`config.mk`:
```
export PLATFORM = sky130hd
export DESIGN_NAME = osdca_top
export DESIGN_NICKNAME = d
export VERILOG_FILES = /design/src/rtl/osdca_pkg.sv /design/src/rtl/osdca_top.sv
export SDC_FILE = /design/constraint.sdc
export NUM_CORES = 1
export LEC_CHECK = 0
export BUFFER_PORTS_ARGS = -buffer_cell sky130_fd_sc_hd__buf_2
export CORE_MARGIN = 1
export CORE_UTILIZATION = 48
export CTS_CLUSTER_DIAMETER = 200
export CTS_CLUSTER_SIZE = 16
export DETAILED_ROUTE_END_ITERATION = 8
export GPL_TIMING_DRIVEN = 0
export PLACE_DENSITY = 0.78
export SLEW_MARGIN = 25
export SYNTH_ARGS = -nofsm -noshare
export SYNTH_HDL_FRONTEND = slang
export SYNTH_SLANG_ARGS = --single-unit
export TNS_END_PERCENT = 5
```
`constraint.sdc`:
```
create_clock -name core_clk -period 10.6 [get_ports core_clk]
set_input_delay 2.65 -clock core_clk [delete_from_list [all_inputs] [get_ports core_clk]]
set_output_delay 2.65 -clock core_clk [all_outputs]
set_load 0.1 [all_outputs]
```
`src/rtl/osdca_pkg.sv`:
```
// constants and types for the osd character attribute block
package osdca_pkg;
  // register byte offsets
  localparam logic [7:0] ADR_CTRL1  = 8'h00;
  localparam logic [7:0] ADR_CTRL2  = 8'h04;
  localparam logic [7:0] ADR_BORDER = 8'h08;
  localparam logic [7:0] ADR_CTRL3  = 8'h0c;
  localparam logic [7:0] ADR_STATUS = 8'h10;
  localparam logic [7:0] CTRL_RESET = 8'h00;
  // display control 1 bits
  localparam int C1_BISCAN     = 1;
  localparam int C1_BORDER_ALL = 2;
  localparam int C1_FLASH_ALL  = 3;
  localparam int C1_SOLID_EN   = 4;
  // display control 2 bits
  localparam int C2_SOLID_SEC  = 3;
  localparam int C2_IRQ_LAYER2 = 7;
  // control 3 bits
  localparam int C3_PREDIV2    = 0;
  localparam int C3_DOT_1P5    = 1;
  // status fields
  localparam int ST_PHASE_OFF  = 0;
  localparam int ST_VCOUNT     = 1;
  localparam int ST_NEST       = 8;
  localparam int ST_IRQ_COUNT  = 16;
  // flash timing in vertical periods
  localparam logic [5:0] FLASH_ON_VPER  = 6'd48;
  localparam logic [5:0] FLASH_OFF_VPER = 6'd16;
  // font geometry, lines counted from 0
  localparam logic [4:0] FONT_LINES  = 5'd26;
  localparam logic [4:0] LAST_LINE   = 5'd25;
  localparam logic [4:0] UL_LINE_A   = 5'd22;
  localparam logic [4:0] UL_LINE_B   = 5'd23;
  localparam logic [4:0] SLANT_R1    = 5'd5;
  localparam logic [4:0] SLANT_R2    = 5'd10;
  localparam logic [8:0] NO_SOLID_CODE = 9'h009;
  localparam logic [3:0] BORDER_PAL  = 4'h8;
  localparam logic [3:0] SOLID_BG_PAL = 4'h8;
  localparam logic [3:0] CLEAR_PAL   = 4'h0;

  typedef enum logic {osdca_ph_on, osdca_ph_off} osdca_phase_t;

  typedef struct packed {
    logic [7:0]   ctrl1;
    logic [7:0]   ctrl2;
    logic [7:0]   ctrl3;
    logic [15:0]  border_en;
    logic         ack;
    logic [31:0]  rdata;
    osdca_phase_t phase;
    logic [5:0]   vcount;
    logic [3:0]   nest;
    logic         irq;
    logic [7:0]   irq_count;
    logic [3:0]   color;
    logic         font_on;
    logic         blank_p;
    logic         blank_s;
    logic [10:0]  vstart;
    logic [3:0]   vrepeat;
  } osdca_state_t;
endpackage : osdca_pkg

```
`src/rtl/osdca_top.sv`:
```
// osd character attribute, border, solid space, interrupt and scan logic
// Summary of operation
// - caption underline drawn on font lines 23 and 24 in font color
// - each per-character attribute bit: 0 off, 1 on
// - flash only in caption mode and only for characters with flash bit
// - flash scope 0: only font and underline of flashing characters flash
// - scope 1: rgb and primary blank flash; solid-space cells flash rgb only
// - flash on 48 vertical periods, off 16, counted on vsync
// - caption italic slants the stored font to the right
// - italic flashing chars flash italic; spill into flashing cell flashes
// - secondary blank output never flashes
// - slant is 1 dot in 5 steps at ratio 1, half dot in 10 at ratio 2
// - slant moves font edge not background; neighbours also shown italic
// - 32nd char italic, solid space off: spill past the line is hidden
// - borders only in overlay mode; all-around or shadow; per-block enable
// - border pixels raise primary blank in color code 8
// - border one divided dot wide, 1.5 at ratio 2 with 1.5 dot size
// - next font beats border; border beats background; no vertical spill
// - interrupt at end of displayed block of selected layer
// - none for off blocks; nested blocks give one; off caption outside window
// - auto solid space covers non-009 cells and their neighbours
// - solid space enable and routing to primary or secondary blank
// - solid space on primary forces background palette 8
// - secondary blank covers display area and routed solid space
// - bi-scan doubles vertical start and dot height
//
// Chosen here: register access over Wishbone and the placing of the registers.
module osdca_top (
  input  wire logic        core_clk,
  input  wire logic        nrst,
  input  wire logic        wb_cyc_i,
  input  wire logic        wb_stb_i,
  input  wire logic        wb_we_i,
  input  wire logic [7:0]  wb_adr_i,
  input  wire logic [3:0]  wb_sel_i,
  input  wire logic [31:0] wb_dat_i,
  output logic      [31:0] wb_dat_o,
  output logic             wb_ack_o,
  input  wire logic        vsync_pulse,
  input  wire logic        caption_mode,
  input  wire logic        overlay_mode,
  input  wire logic        in_char_area,
  input  wire logic        past_last_char,
  input  wire logic [4:0]  font_line,
  input  wire logic [3:0]  dot_col,
  input  wire logic        dot_half,
  input  wire logic [15:0] font_row,
  input  wire logic [15:0] font_row_up,
  input  wire logic [15:0] font_row_dn,
  input  wire logic [15:0] left_row,
  input  wire logic [15:0] right_row,
  input  wire logic [8:0]  char_code,
  input  wire logic [8:0]  left_code,
  input  wire logic [8:0]  right_code,
  input  wire logic        char_slant_bit,
  input  wire logic        left_slant_bit,
  input  wire logic        right_slant_bit,
  input  wire logic        char_blink_bit,
  input  wire logic        char_underline_bit,
  input  wire logic        char_second_blank_bit,
  input  wire logic [3:0]  font_pal,
  input  wire logic [3:0]  back_pal,
  input  wire logic [3:0]  block_index,
  input  wire logic        block_start,
  input  wire logic        block_end,
  input  wire logic        block_layer2,
  input  wire logic        block_shown,
  input  wire logic        block_window_off,
  input  wire logic [9:0]  vpos,
  input  wire logic [2:0]  dot_height,
  output logic [3:0]       pix_pal,
  output logic             pix_font,
  output logic             blank_out_primary,
  output logic             blank_out_secondary,
  output logic             osd_irq,
  output logic [10:0]      vstart_line,
  output logic [3:0]       line_repeat
);

  osdca_pkg::osdca_state_t st;
  osdca_pkg::osdca_state_t next_st;

  // column in a three-cell window: left cell 0..15, own 16..31, right 32..47
  function automatic logic row_bit(input logic [47:0] w, input logic signed [7:0] idx);
    if (idx < 8'sd0 || idx > 8'sd47) begin
      row_bit = 1'b0;
    end else begin
      row_bit = w[idx[5:0]];
    end
  endfunction : row_bit

  // slant in half dots, largest at the top line
  function automatic logic [4:0] slant(input logic [4:0] line, input logic r2);
    logic [9:0] prod;
    prod = {5'd0, osdca_pkg::LAST_LINE - line}
           * {5'd0, r2 ? osdca_pkg::SLANT_R2 : osdca_pkg::SLANT_R1};
    prod = prod / {5'd0, osdca_pkg::FONT_LINES};
    slant = r2 ? prod[4:0] : {prod[3:0], 1'b0};
  endfunction : slant

  logic [47:0]       row_w;
  logic [47:0]       up_w;
  logic [47:0]       dn_w;
  logic signed [7:0] col;
  logic signed [7:0] src;
  logic              prediv2;
  logic              solid_on;
  logic              solid_sec;
  logic              italic;
  logic              font_px;
  logic              ul_px;
  logic              fg;
  logic              blink;
  logic              blink_cell;
  logic              solid_cell;
  logic              nb_shadow;
  logic              nb_all;
  logic              wide;
  logic              border_px;
  logic              irq_sel;
  logic              irq_elig;
  logic              irq_fire;

  assign row_w    = {right_row, font_row, left_row};
  assign up_w     = {16'h0000, font_row_up, 16'h0000};
  assign dn_w     = {16'h0000, font_row_dn, 16'h0000};
  assign col      = 8'sd16 + $signed({4'd0, dot_col});
  assign prediv2  = st.ctrl3[osdca_pkg::C3_PREDIV2];
  assign solid_on = caption_mode & st.ctrl1[osdca_pkg::C1_SOLID_EN];
  assign solid_sec = st.ctrl2[osdca_pkg::C2_SOLID_SEC];

  // neighbours of an italic cell are drawn italic too, so edges line up
  assign italic = caption_mode
                  & (char_slant_bit | left_slant_bit | right_slant_bit);
  // source dot is taken further left; spill from the left cell lands here
  assign src = $signed({col[6:0], dot_half})
               - $signed({3'd0, slant(font_line, prediv2)});
  assign font_px = italic ? row_bit(row_w, src >>> 1)
                          : row_bit(row_w, col);
  assign ul_px = caption_mode & char_underline_bit
                 & (font_line == osdca_pkg::UL_LINE_A
                    | font_line == osdca_pkg::UL_LINE_B);
  // spill right of the last cell shows only over solid space
  assign fg = (font_px | ul_px)
              & (in_char_area | (past_last_char & solid_on));

  // flash uses the bit of the cell the dot lands in, so spill follows it
  assign blink = caption_mode & char_blink_bit
                 & (st.phase == osdca_pkg::osdca_ph_off);
  assign blink_cell = blink & st.ctrl1[osdca_pkg::C1_FLASH_ALL];

  assign solid_cell = solid_on & in_char_area
                      & (char_code != osdca_pkg::NO_SOLID_CODE
                         | left_code != osdca_pkg::NO_SOLID_CODE
                         | right_code != osdca_pkg::NO_SOLID_CODE);

  // border: up/down rows are zero-filled past the cell, which hides vertical spill
  assign wide = prediv2 & st.ctrl3[osdca_pkg::C3_DOT_1P5];
  assign nb_shadow = row_bit(row_w, col - 8'sd1)
                     | (wide & ~dot_half & row_bit(row_w, col - 8'sd2))
                     | (font_line != 5'd0 & (row_bit(up_w, col)
                        | row_bit(up_w, col - 8'sd1)));
  assign nb_all = nb_shadow | row_bit(row_w, col + 8'sd1)
                  | (wide & dot_half & row_bit(row_w, col + 8'sd2))
                  | (font_line != osdca_pkg::LAST_LINE & (row_bit(dn_w, col)
                     | row_bit(dn_w, col + 8'sd1) | row_bit(dn_w, col - 8'sd1)))
                  | (font_line != 5'd0 & row_bit(up_w, col + 8'sd1));
  assign border_px = overlay_mode & in_char_area & ~fg
                     & st.border_en[block_index]
                     & (st.ctrl1[osdca_pkg::C1_BORDER_ALL] ? nb_all : nb_shadow);

  assign irq_sel = block_layer2 == st.ctrl2[osdca_pkg::C2_IRQ_LAYER2];
  assign irq_elig = irq_sel & (block_shown | block_window_off);
  // a nested block only bumps the depth; the outermost end fires
  assign irq_fire = block_end & irq_elig & (st.nest <= 4'd1);

  always_comb begin
    logic [31:0] rd;
    logic        hit;
    rd = 32'h0000_0000;
    hit = wb_cyc_i & wb_stb_i & ~st.ack;
    next_st = st;
    next_st.ack = hit;
    // bus: single-cycle answer, unmapped reads give zero, writes ignored
    if (hit & wb_we_i & wb_sel_i[0]) begin
      case (wb_adr_i)
        osdca_pkg::ADR_CTRL1:  next_st.ctrl1 = wb_dat_i[7:0];
        osdca_pkg::ADR_CTRL2:  next_st.ctrl2 = wb_dat_i[7:0];
        osdca_pkg::ADR_CTRL3:  next_st.ctrl3 = wb_dat_i[7:0];
        osdca_pkg::ADR_BORDER: next_st.border_en[7:0] = wb_dat_i[7:0];
        default: ;
      endcase
    end
    if (hit & wb_we_i & wb_sel_i[1] & wb_adr_i == osdca_pkg::ADR_BORDER) begin
      next_st.border_en[15:8] = wb_dat_i[15:8];
    end
    case (wb_adr_i)
      osdca_pkg::ADR_CTRL1:  rd[7:0] = st.ctrl1;
      osdca_pkg::ADR_CTRL2:  rd[7:0] = st.ctrl2;
      osdca_pkg::ADR_CTRL3:  rd[7:0] = st.ctrl3;
      osdca_pkg::ADR_BORDER: rd[15:0] = st.border_en;
      osdca_pkg::ADR_STATUS: begin
        rd[osdca_pkg::ST_PHASE_OFF] = (st.phase == osdca_pkg::osdca_ph_off);
        rd[osdca_pkg::ST_VCOUNT +: 6] = st.vcount;
        rd[osdca_pkg::ST_NEST +: 4] = st.nest;
        rd[osdca_pkg::ST_IRQ_COUNT +: 8] = st.irq_count;
      end
      default: rd = 32'h0000_0000;
    endcase
    next_st.rdata = hit ? rd : 32'h0000_0000;

    // flash phase: free-running, shared by every character
    if (vsync_pulse) begin
      case (st.phase)
        osdca_pkg::osdca_ph_on: begin
          if (st.vcount == osdca_pkg::FLASH_ON_VPER - 6'd1) begin
            next_st.phase = osdca_pkg::osdca_ph_off;
            next_st.vcount = 6'd0;
          end else begin
            next_st.vcount = st.vcount + 6'd1;
          end
        end
        osdca_pkg::osdca_ph_off: begin
          if (st.vcount == osdca_pkg::FLASH_OFF_VPER - 6'd1) begin
            next_st.phase = osdca_pkg::osdca_ph_on;
            next_st.vcount = 6'd0;
          end else begin
            next_st.vcount = st.vcount + 6'd1;
          end
        end
        default: begin
          next_st.phase = osdca_pkg::osdca_ph_on;
          next_st.vcount = 6'd0;
        end
      endcase
    end

    // block nesting depth for the selected layer
    if (block_start & irq_elig & ~(block_end & irq_elig)) begin
      next_st.nest = (st.nest == 4'hf) ? st.nest : st.nest + 4'd1;
    end else if (block_end & irq_elig & ~block_start) begin
      next_st.nest = (st.nest == 4'd0) ? 4'd0 : st.nest - 4'd1;
    end
    next_st.irq = irq_fire;
    if (irq_fire) begin
      next_st.irq_count = st.irq_count + 8'd1;
    end

    // pixel colour, priority: flash-out, font, border, background
    next_st.font_on = fg & ~blink;
    if (blink_cell) begin
      next_st.color = osdca_pkg::CLEAR_PAL;
    end else if (fg & ~blink) begin
      next_st.color = font_pal;
    end else if (border_px) begin
      next_st.color = osdca_pkg::BORDER_PAL;
    end else if (in_char_area & solid_cell & ~solid_sec) begin
      next_st.color = osdca_pkg::SOLID_BG_PAL;
    end else if (in_char_area) begin
      next_st.color = back_pal;
    end else begin
      next_st.color = osdca_pkg::CLEAR_PAL;
    end

    // primary blank: solid space, display area, or border
    if (solid_on & ~solid_sec) begin
      next_st.blank_p = solid_cell;
    end else begin
      next_st.blank_p = in_char_area | border_px;
    end
    if (blink_cell & ~solid_cell) begin
      next_st.blank_p = 1'b0;
    end
    // secondary blank is never gated by flash
    next_st.blank_s = char_second_blank_bit
                      & (in_char_area | (solid_on & solid_sec & solid_cell));

    // scan mode
    if (st.ctrl1[osdca_pkg::C1_BISCAN]) begin
      next_st.vstart = {vpos, 1'b0};
      next_st.vrepeat = {dot_height, 1'b0};
    end else begin
      next_st.vstart = {1'b0, vpos};
      next_st.vrepeat = {1'b0, dot_height};
    end
  end

  always_ff @(posedge core_clk) begin
    if (!nrst) begin
      st <= '0;
      st.ctrl1 <= osdca_pkg::CTRL_RESET;
      st.ctrl2 <= osdca_pkg::CTRL_RESET;
      st.ctrl3 <= osdca_pkg::CTRL_RESET;
      st.phase <= osdca_pkg::osdca_ph_on;
    end else begin
      st <= next_st;
    end
  end

  assign wb_dat_o            = st.rdata;
  assign wb_ack_o            = st.ack;
  assign pix_pal             = st.color;
  assign pix_font            = st.font_on;
  assign blank_out_primary   = st.blank_p;
  assign blank_out_secondary = st.blank_s;
  assign osd_irq             = st.irq;
  assign vstart_line         = st.vstart;
  assign line_repeat         = st.vrepeat;
endmodule : osdca_top

```
==> metrics.yaml <==
reg2reg_slack_ns: 2.41
holdCritStartpoint: "st[98]"
reg2regPathDepth: 33
max_slew_margin_pct: 32.8
initial_utilization_pct: 49.5
dpl.cell_count: 1368
synth_sequential_area_ratio_pct: 23.7
design.die.area_um2: 19300
finish.net_count: 1395
max_slew_vio_count: 0
first_pass_grt_wire_length_um: 39400
setup_repair_after_global_routing_missed_its_margin: "no"
worst-setup-path-type: "in2reg"
place.gp.congestion: 0.962
cts_made_buffers: 9
core.rowCount: 49
crit_path_frequent_cell: "sky130_fd_sc_hd__inv_1"
power.static_leakage_nw: 4.63
endpoint_kind: "flip-flop"
cts_tree: "done"
cts.sinks: 107
cts-htree-levels: 3
worstHoldPathCells: 2
synth_area_um2: 9020
area_added_between_synthesis_and_finish_pct: 21.1
die-width_um: 139
postSynthRegisterBits: 107
drt_pass1_iterations: 8
io_pins: 263
clk_path_buf_depth: 2
yosys_warnings: 0
power.density_nw_per_um2: 155
synth.lib_cells_used.distinct: 99
synthArstFlopShare_pct: 0
crit_path_start_kind: "input port"
failing_checks: "design-rule violations"
routed_wirelength_um: 25000
layout_worst_path_cycle_share_pct: 96.7
remaining_drc_errors: 26
syn_inst: 895
worst_hold_path.endpoint: "wb_dat_o[7]"
io_buffers: 236
max_capacitance_violation_total: 0
slowest_stage: "sky130_fd_sc_hd__fa_2"
maximum_number_of_pins_on_one_net_before_global_route_repair: 18
number_of_global_route_vias_before_repair: 7855
vias_per_cell: 5.89
synth_top_cells_by_count: "sky130_fd_sc_hd__dfxtp_1, sky130_fd_sc_hd__mux4_2, sky130_fd_sc_hd__mux2i_1, sky130_fd_sc_hd__nor2b_1, sky130_fd_sc_hd__nand2_1"
timing.final.setup_violations: 0
synth_top_area_cell: "sky130_fd_sc_hd__dfxtp_1"
postSynth.topFlopCell: "sky130_fd_sc_hd__dfxtp_1"
maximum_clock_skew_at_final_layout_ns: 0.00874
die_h_um: 139
ant_nets: 0
timing.critical_path.fanout_max: 9
fmax_mhz: 97.5
drive_above_1_share_pct: 38.1
grt_use_total_pct: 25.6
drt_first_iter_violations: 517
crit_arrival_ns: 10.49
post_drt_wl_per_cell_um: 18.0
outcome: "complete, but fails checks"
yosysMostFrequentCell: "sky130_fd_sc_hd__dfxtp_1"
data_required_time_at_the_worst_endpoint_ns: 10.84
synth_enable_flop_cells: 0
worst-slew-pin-transition_ns: 1.01
synth.avg_cell_area_um2: 10.1
clk_root_buffer_cell: "sky130_fd_sc_hd__clkbuf_16"
vdd_drop_max_mv: 0.117
regToRegStartpoint: "prediv2"
fin_ws_ns: 0.348
clk_latency_ns: 0.34
via_count: 8158
holdCritPathClass: "reg2reg"
period_minus_slack_ns: 10.25
final_hold_viol_count: 0
final-instance-count-excl-fill: 1386
antenna_violations_before_repair: 4
dp.final_hpwl_um: 20200
coreArea_um2: 18200
critical-path-max-stage-delay_ns: 0.60
clk_pin_slew_worst_paths_ns: 0.07
netlist_top_cells_area: "sky130_fd_sc_hd__dfxtp_1, sky130_fd_sc_hd__mux4_2, sky130_fd_sc_hd__mux2i_1, sky130_fd_sc_hd__ha_1, sky130_fd_sc_hd__nor2b_1"
fraction_of_post_synthesis_cell_area_in_the_top_cell_type_by_area_pct: 23.7
timing.rr.end: "pix_font"
place_worst_setup_slack_ns: -0.818
number_of_hold_buffers_added_after_cts: 0
global_route_congestion_overflow_total: 0
metal layers:
layer  track usage (%)  share of wire [%]  vias to the layer above
li1                  -                  -                     3816
met1              30.1                 38                     3781
met2              45.6                 49                      473
met3              4.39                8.4                       86
met4              11.9                4.0                        2
met5                 0              0.036                        -
critical path, delay by kind of cell:
kind | cells | cell delay (ns)
AOI/OAI and AO/OA | 7 | 1.46
xor gates and xnor gates | 1 | 0.20
adders and majority gates | 8 | 2.83
buffers and inverters | 6 | 0.58
muxes | 4 | 1.20
and+or+nand+nor | 9 | 1.56
logic make-up after synthesis:
| logic type | after synthesis | synth area share [%] |
|---|---|---|
| AO/OA/AOI/OAI | 144 | 11.7 |
| XOR/XNOR | 30 | 3.20 |
| adder cells (fa/ha/maj) | 39 | 5.70 |
| buffers and inverters | 122 | 7.65 |
| flip-flops | 107 | 23.7 |
| multiplexers | 160 | 29.6 |
| other | 2 | 0.0832 |
| AND/OR/NAND/NOR | 291 | 18.3 |
layout by cell type, fill, tap and decap left out, types with 9 or more instances in the layout:
| master | count |
|---|---|
| sky130_fd_sc_hd__nor2_1 | 40 |
| sky130_fd_sc_hd__and3_1 | 14 |
| sky130_fd_sc_hd__a21oi_1 | 25 |
| sky130_fd_sc_hd__a221oi_1 | 10 |
| sky130_fd_sc_hd__clkbuf_16 | 9 |
| sky130_fd_sc_hd__nor2b_1 | 63 |
| sky130_fd_sc_hd__xor2_1 | 9 |
| sky130_fd_sc_hd__xnor2_1 | 14 |
| sky130_fd_sc_hd__mux2i_1 | 73 |
| sky130_fd_sc_hd__dfxtp_1 | 107 |
| sky130_fd_sc_hd__and2_1 | 23 |
| sky130_fd_sc_hd__nand4_1 | 9 |
| sky130_fd_sc_hd__nor3_1 | 9 |
| sky130_fd_sc_hd__ha_1 | 31 |
| sky130_fd_sc_hd__buf_4 | 54 |
| sky130_fd_sc_hd__nand2_1 | 54 |
| sky130_fd_sc_hd__conb_1 | 10 |
| sky130_fd_sc_hd__nand3_1 | 21 |
| sky130_fd_sc_hd__buf_2 | 236 |
| sky130_fd_sc_hd__o211ai_1 | 9 |
| sky130_fd_sc_hd__mux4_2 | 81 |
| sky130_fd_sc_hd__inv_1 | 20 |
| sky130_fd_sc_hd__clkbuf_1 | 36 |
| sky130_fd_sc_hd__o21ai_0 | 36 |
worst max-delay path by stage:
| stage | start | endpoint | slack (ns) | cells past startpoint |
|---|---|---|---|---|
| 2_1_floorplan | font_line[1] | pix_font | 0.24 | 33 |
| 3_3_place_gp | font_line[1] | pix_font | -0.69 | 36 |
| 3_5_place_dp | font_line[1] | pix_font | -0.82 | 36 |
| 4_1_cts | font_line[1] | pix_font | 0.07 | 36 |
| 5_1_grt | font_line[1] | pix_font | 0.02 | 37 |
| 6_report | font_line[1] | pix_font | 0.35 | 35 |
stage by stage:
stage	TNS [ns]	power (mW)	utilization, %	area, um^2	hold WS [ns]
6_report	0	1.70	60.0	10900	0.465
5_1_grt	0	1.79	60.0	10900	0.477
4_1_cts	0	1.65	59.5	10800	0.461
3_5_place_dp	-3.94	1.31	57.8	10500	0.446
3_3_place_gp	-3.28	1.30	57.8	10500	0.449
2_1_floorplan	0	1.13	-	9050	0.431
sequential cells by signal (all words and copies together) (netlist names):
signal	count
blank_out_primary	1
blank_out_secondary	1
line_repeat	4
osd_irq	1
pix_font	1
pix_pal	4
prediv2	1
solid_sec	1
st	57
vstart_line	11
wb_ack_o	1
wb_dat_o	24
what timing repair did:
item | 4_1_cts | 5_1_grt
pin swaps | 1 | 3
gates cloned | 0 | 0
hold endpoints to repair | 0 | 0
buffers inserted | 2 | 0
endpoints found under the setup margin | 5 | 5
gates resized for setup | 4 | 15
where the power goes:
part	leakage, nW	internal [mW]	total, mW	switching, mW
Combinational	3.63	0.448	0.973	0.525
Sequential	0.868	0.413	0.418	0.00484
Clock	0.126	0.160	0.307	0.146
Total	4.63	1.02	1.70	0.676
layout make-up:
class,instances,area (um^2)
diodes,1,2.50
clock buffers,11,233
fillers,1526,7280
well taps,229,287
flip-flops and latches,107,2140
multi-input cells,674,6350
plain buffers,98,601
clock inverters,5,37.5
repair buffers,238,1200
inverters,23,86.3
No activity file was read; power rests on OpenSTA's default activity.
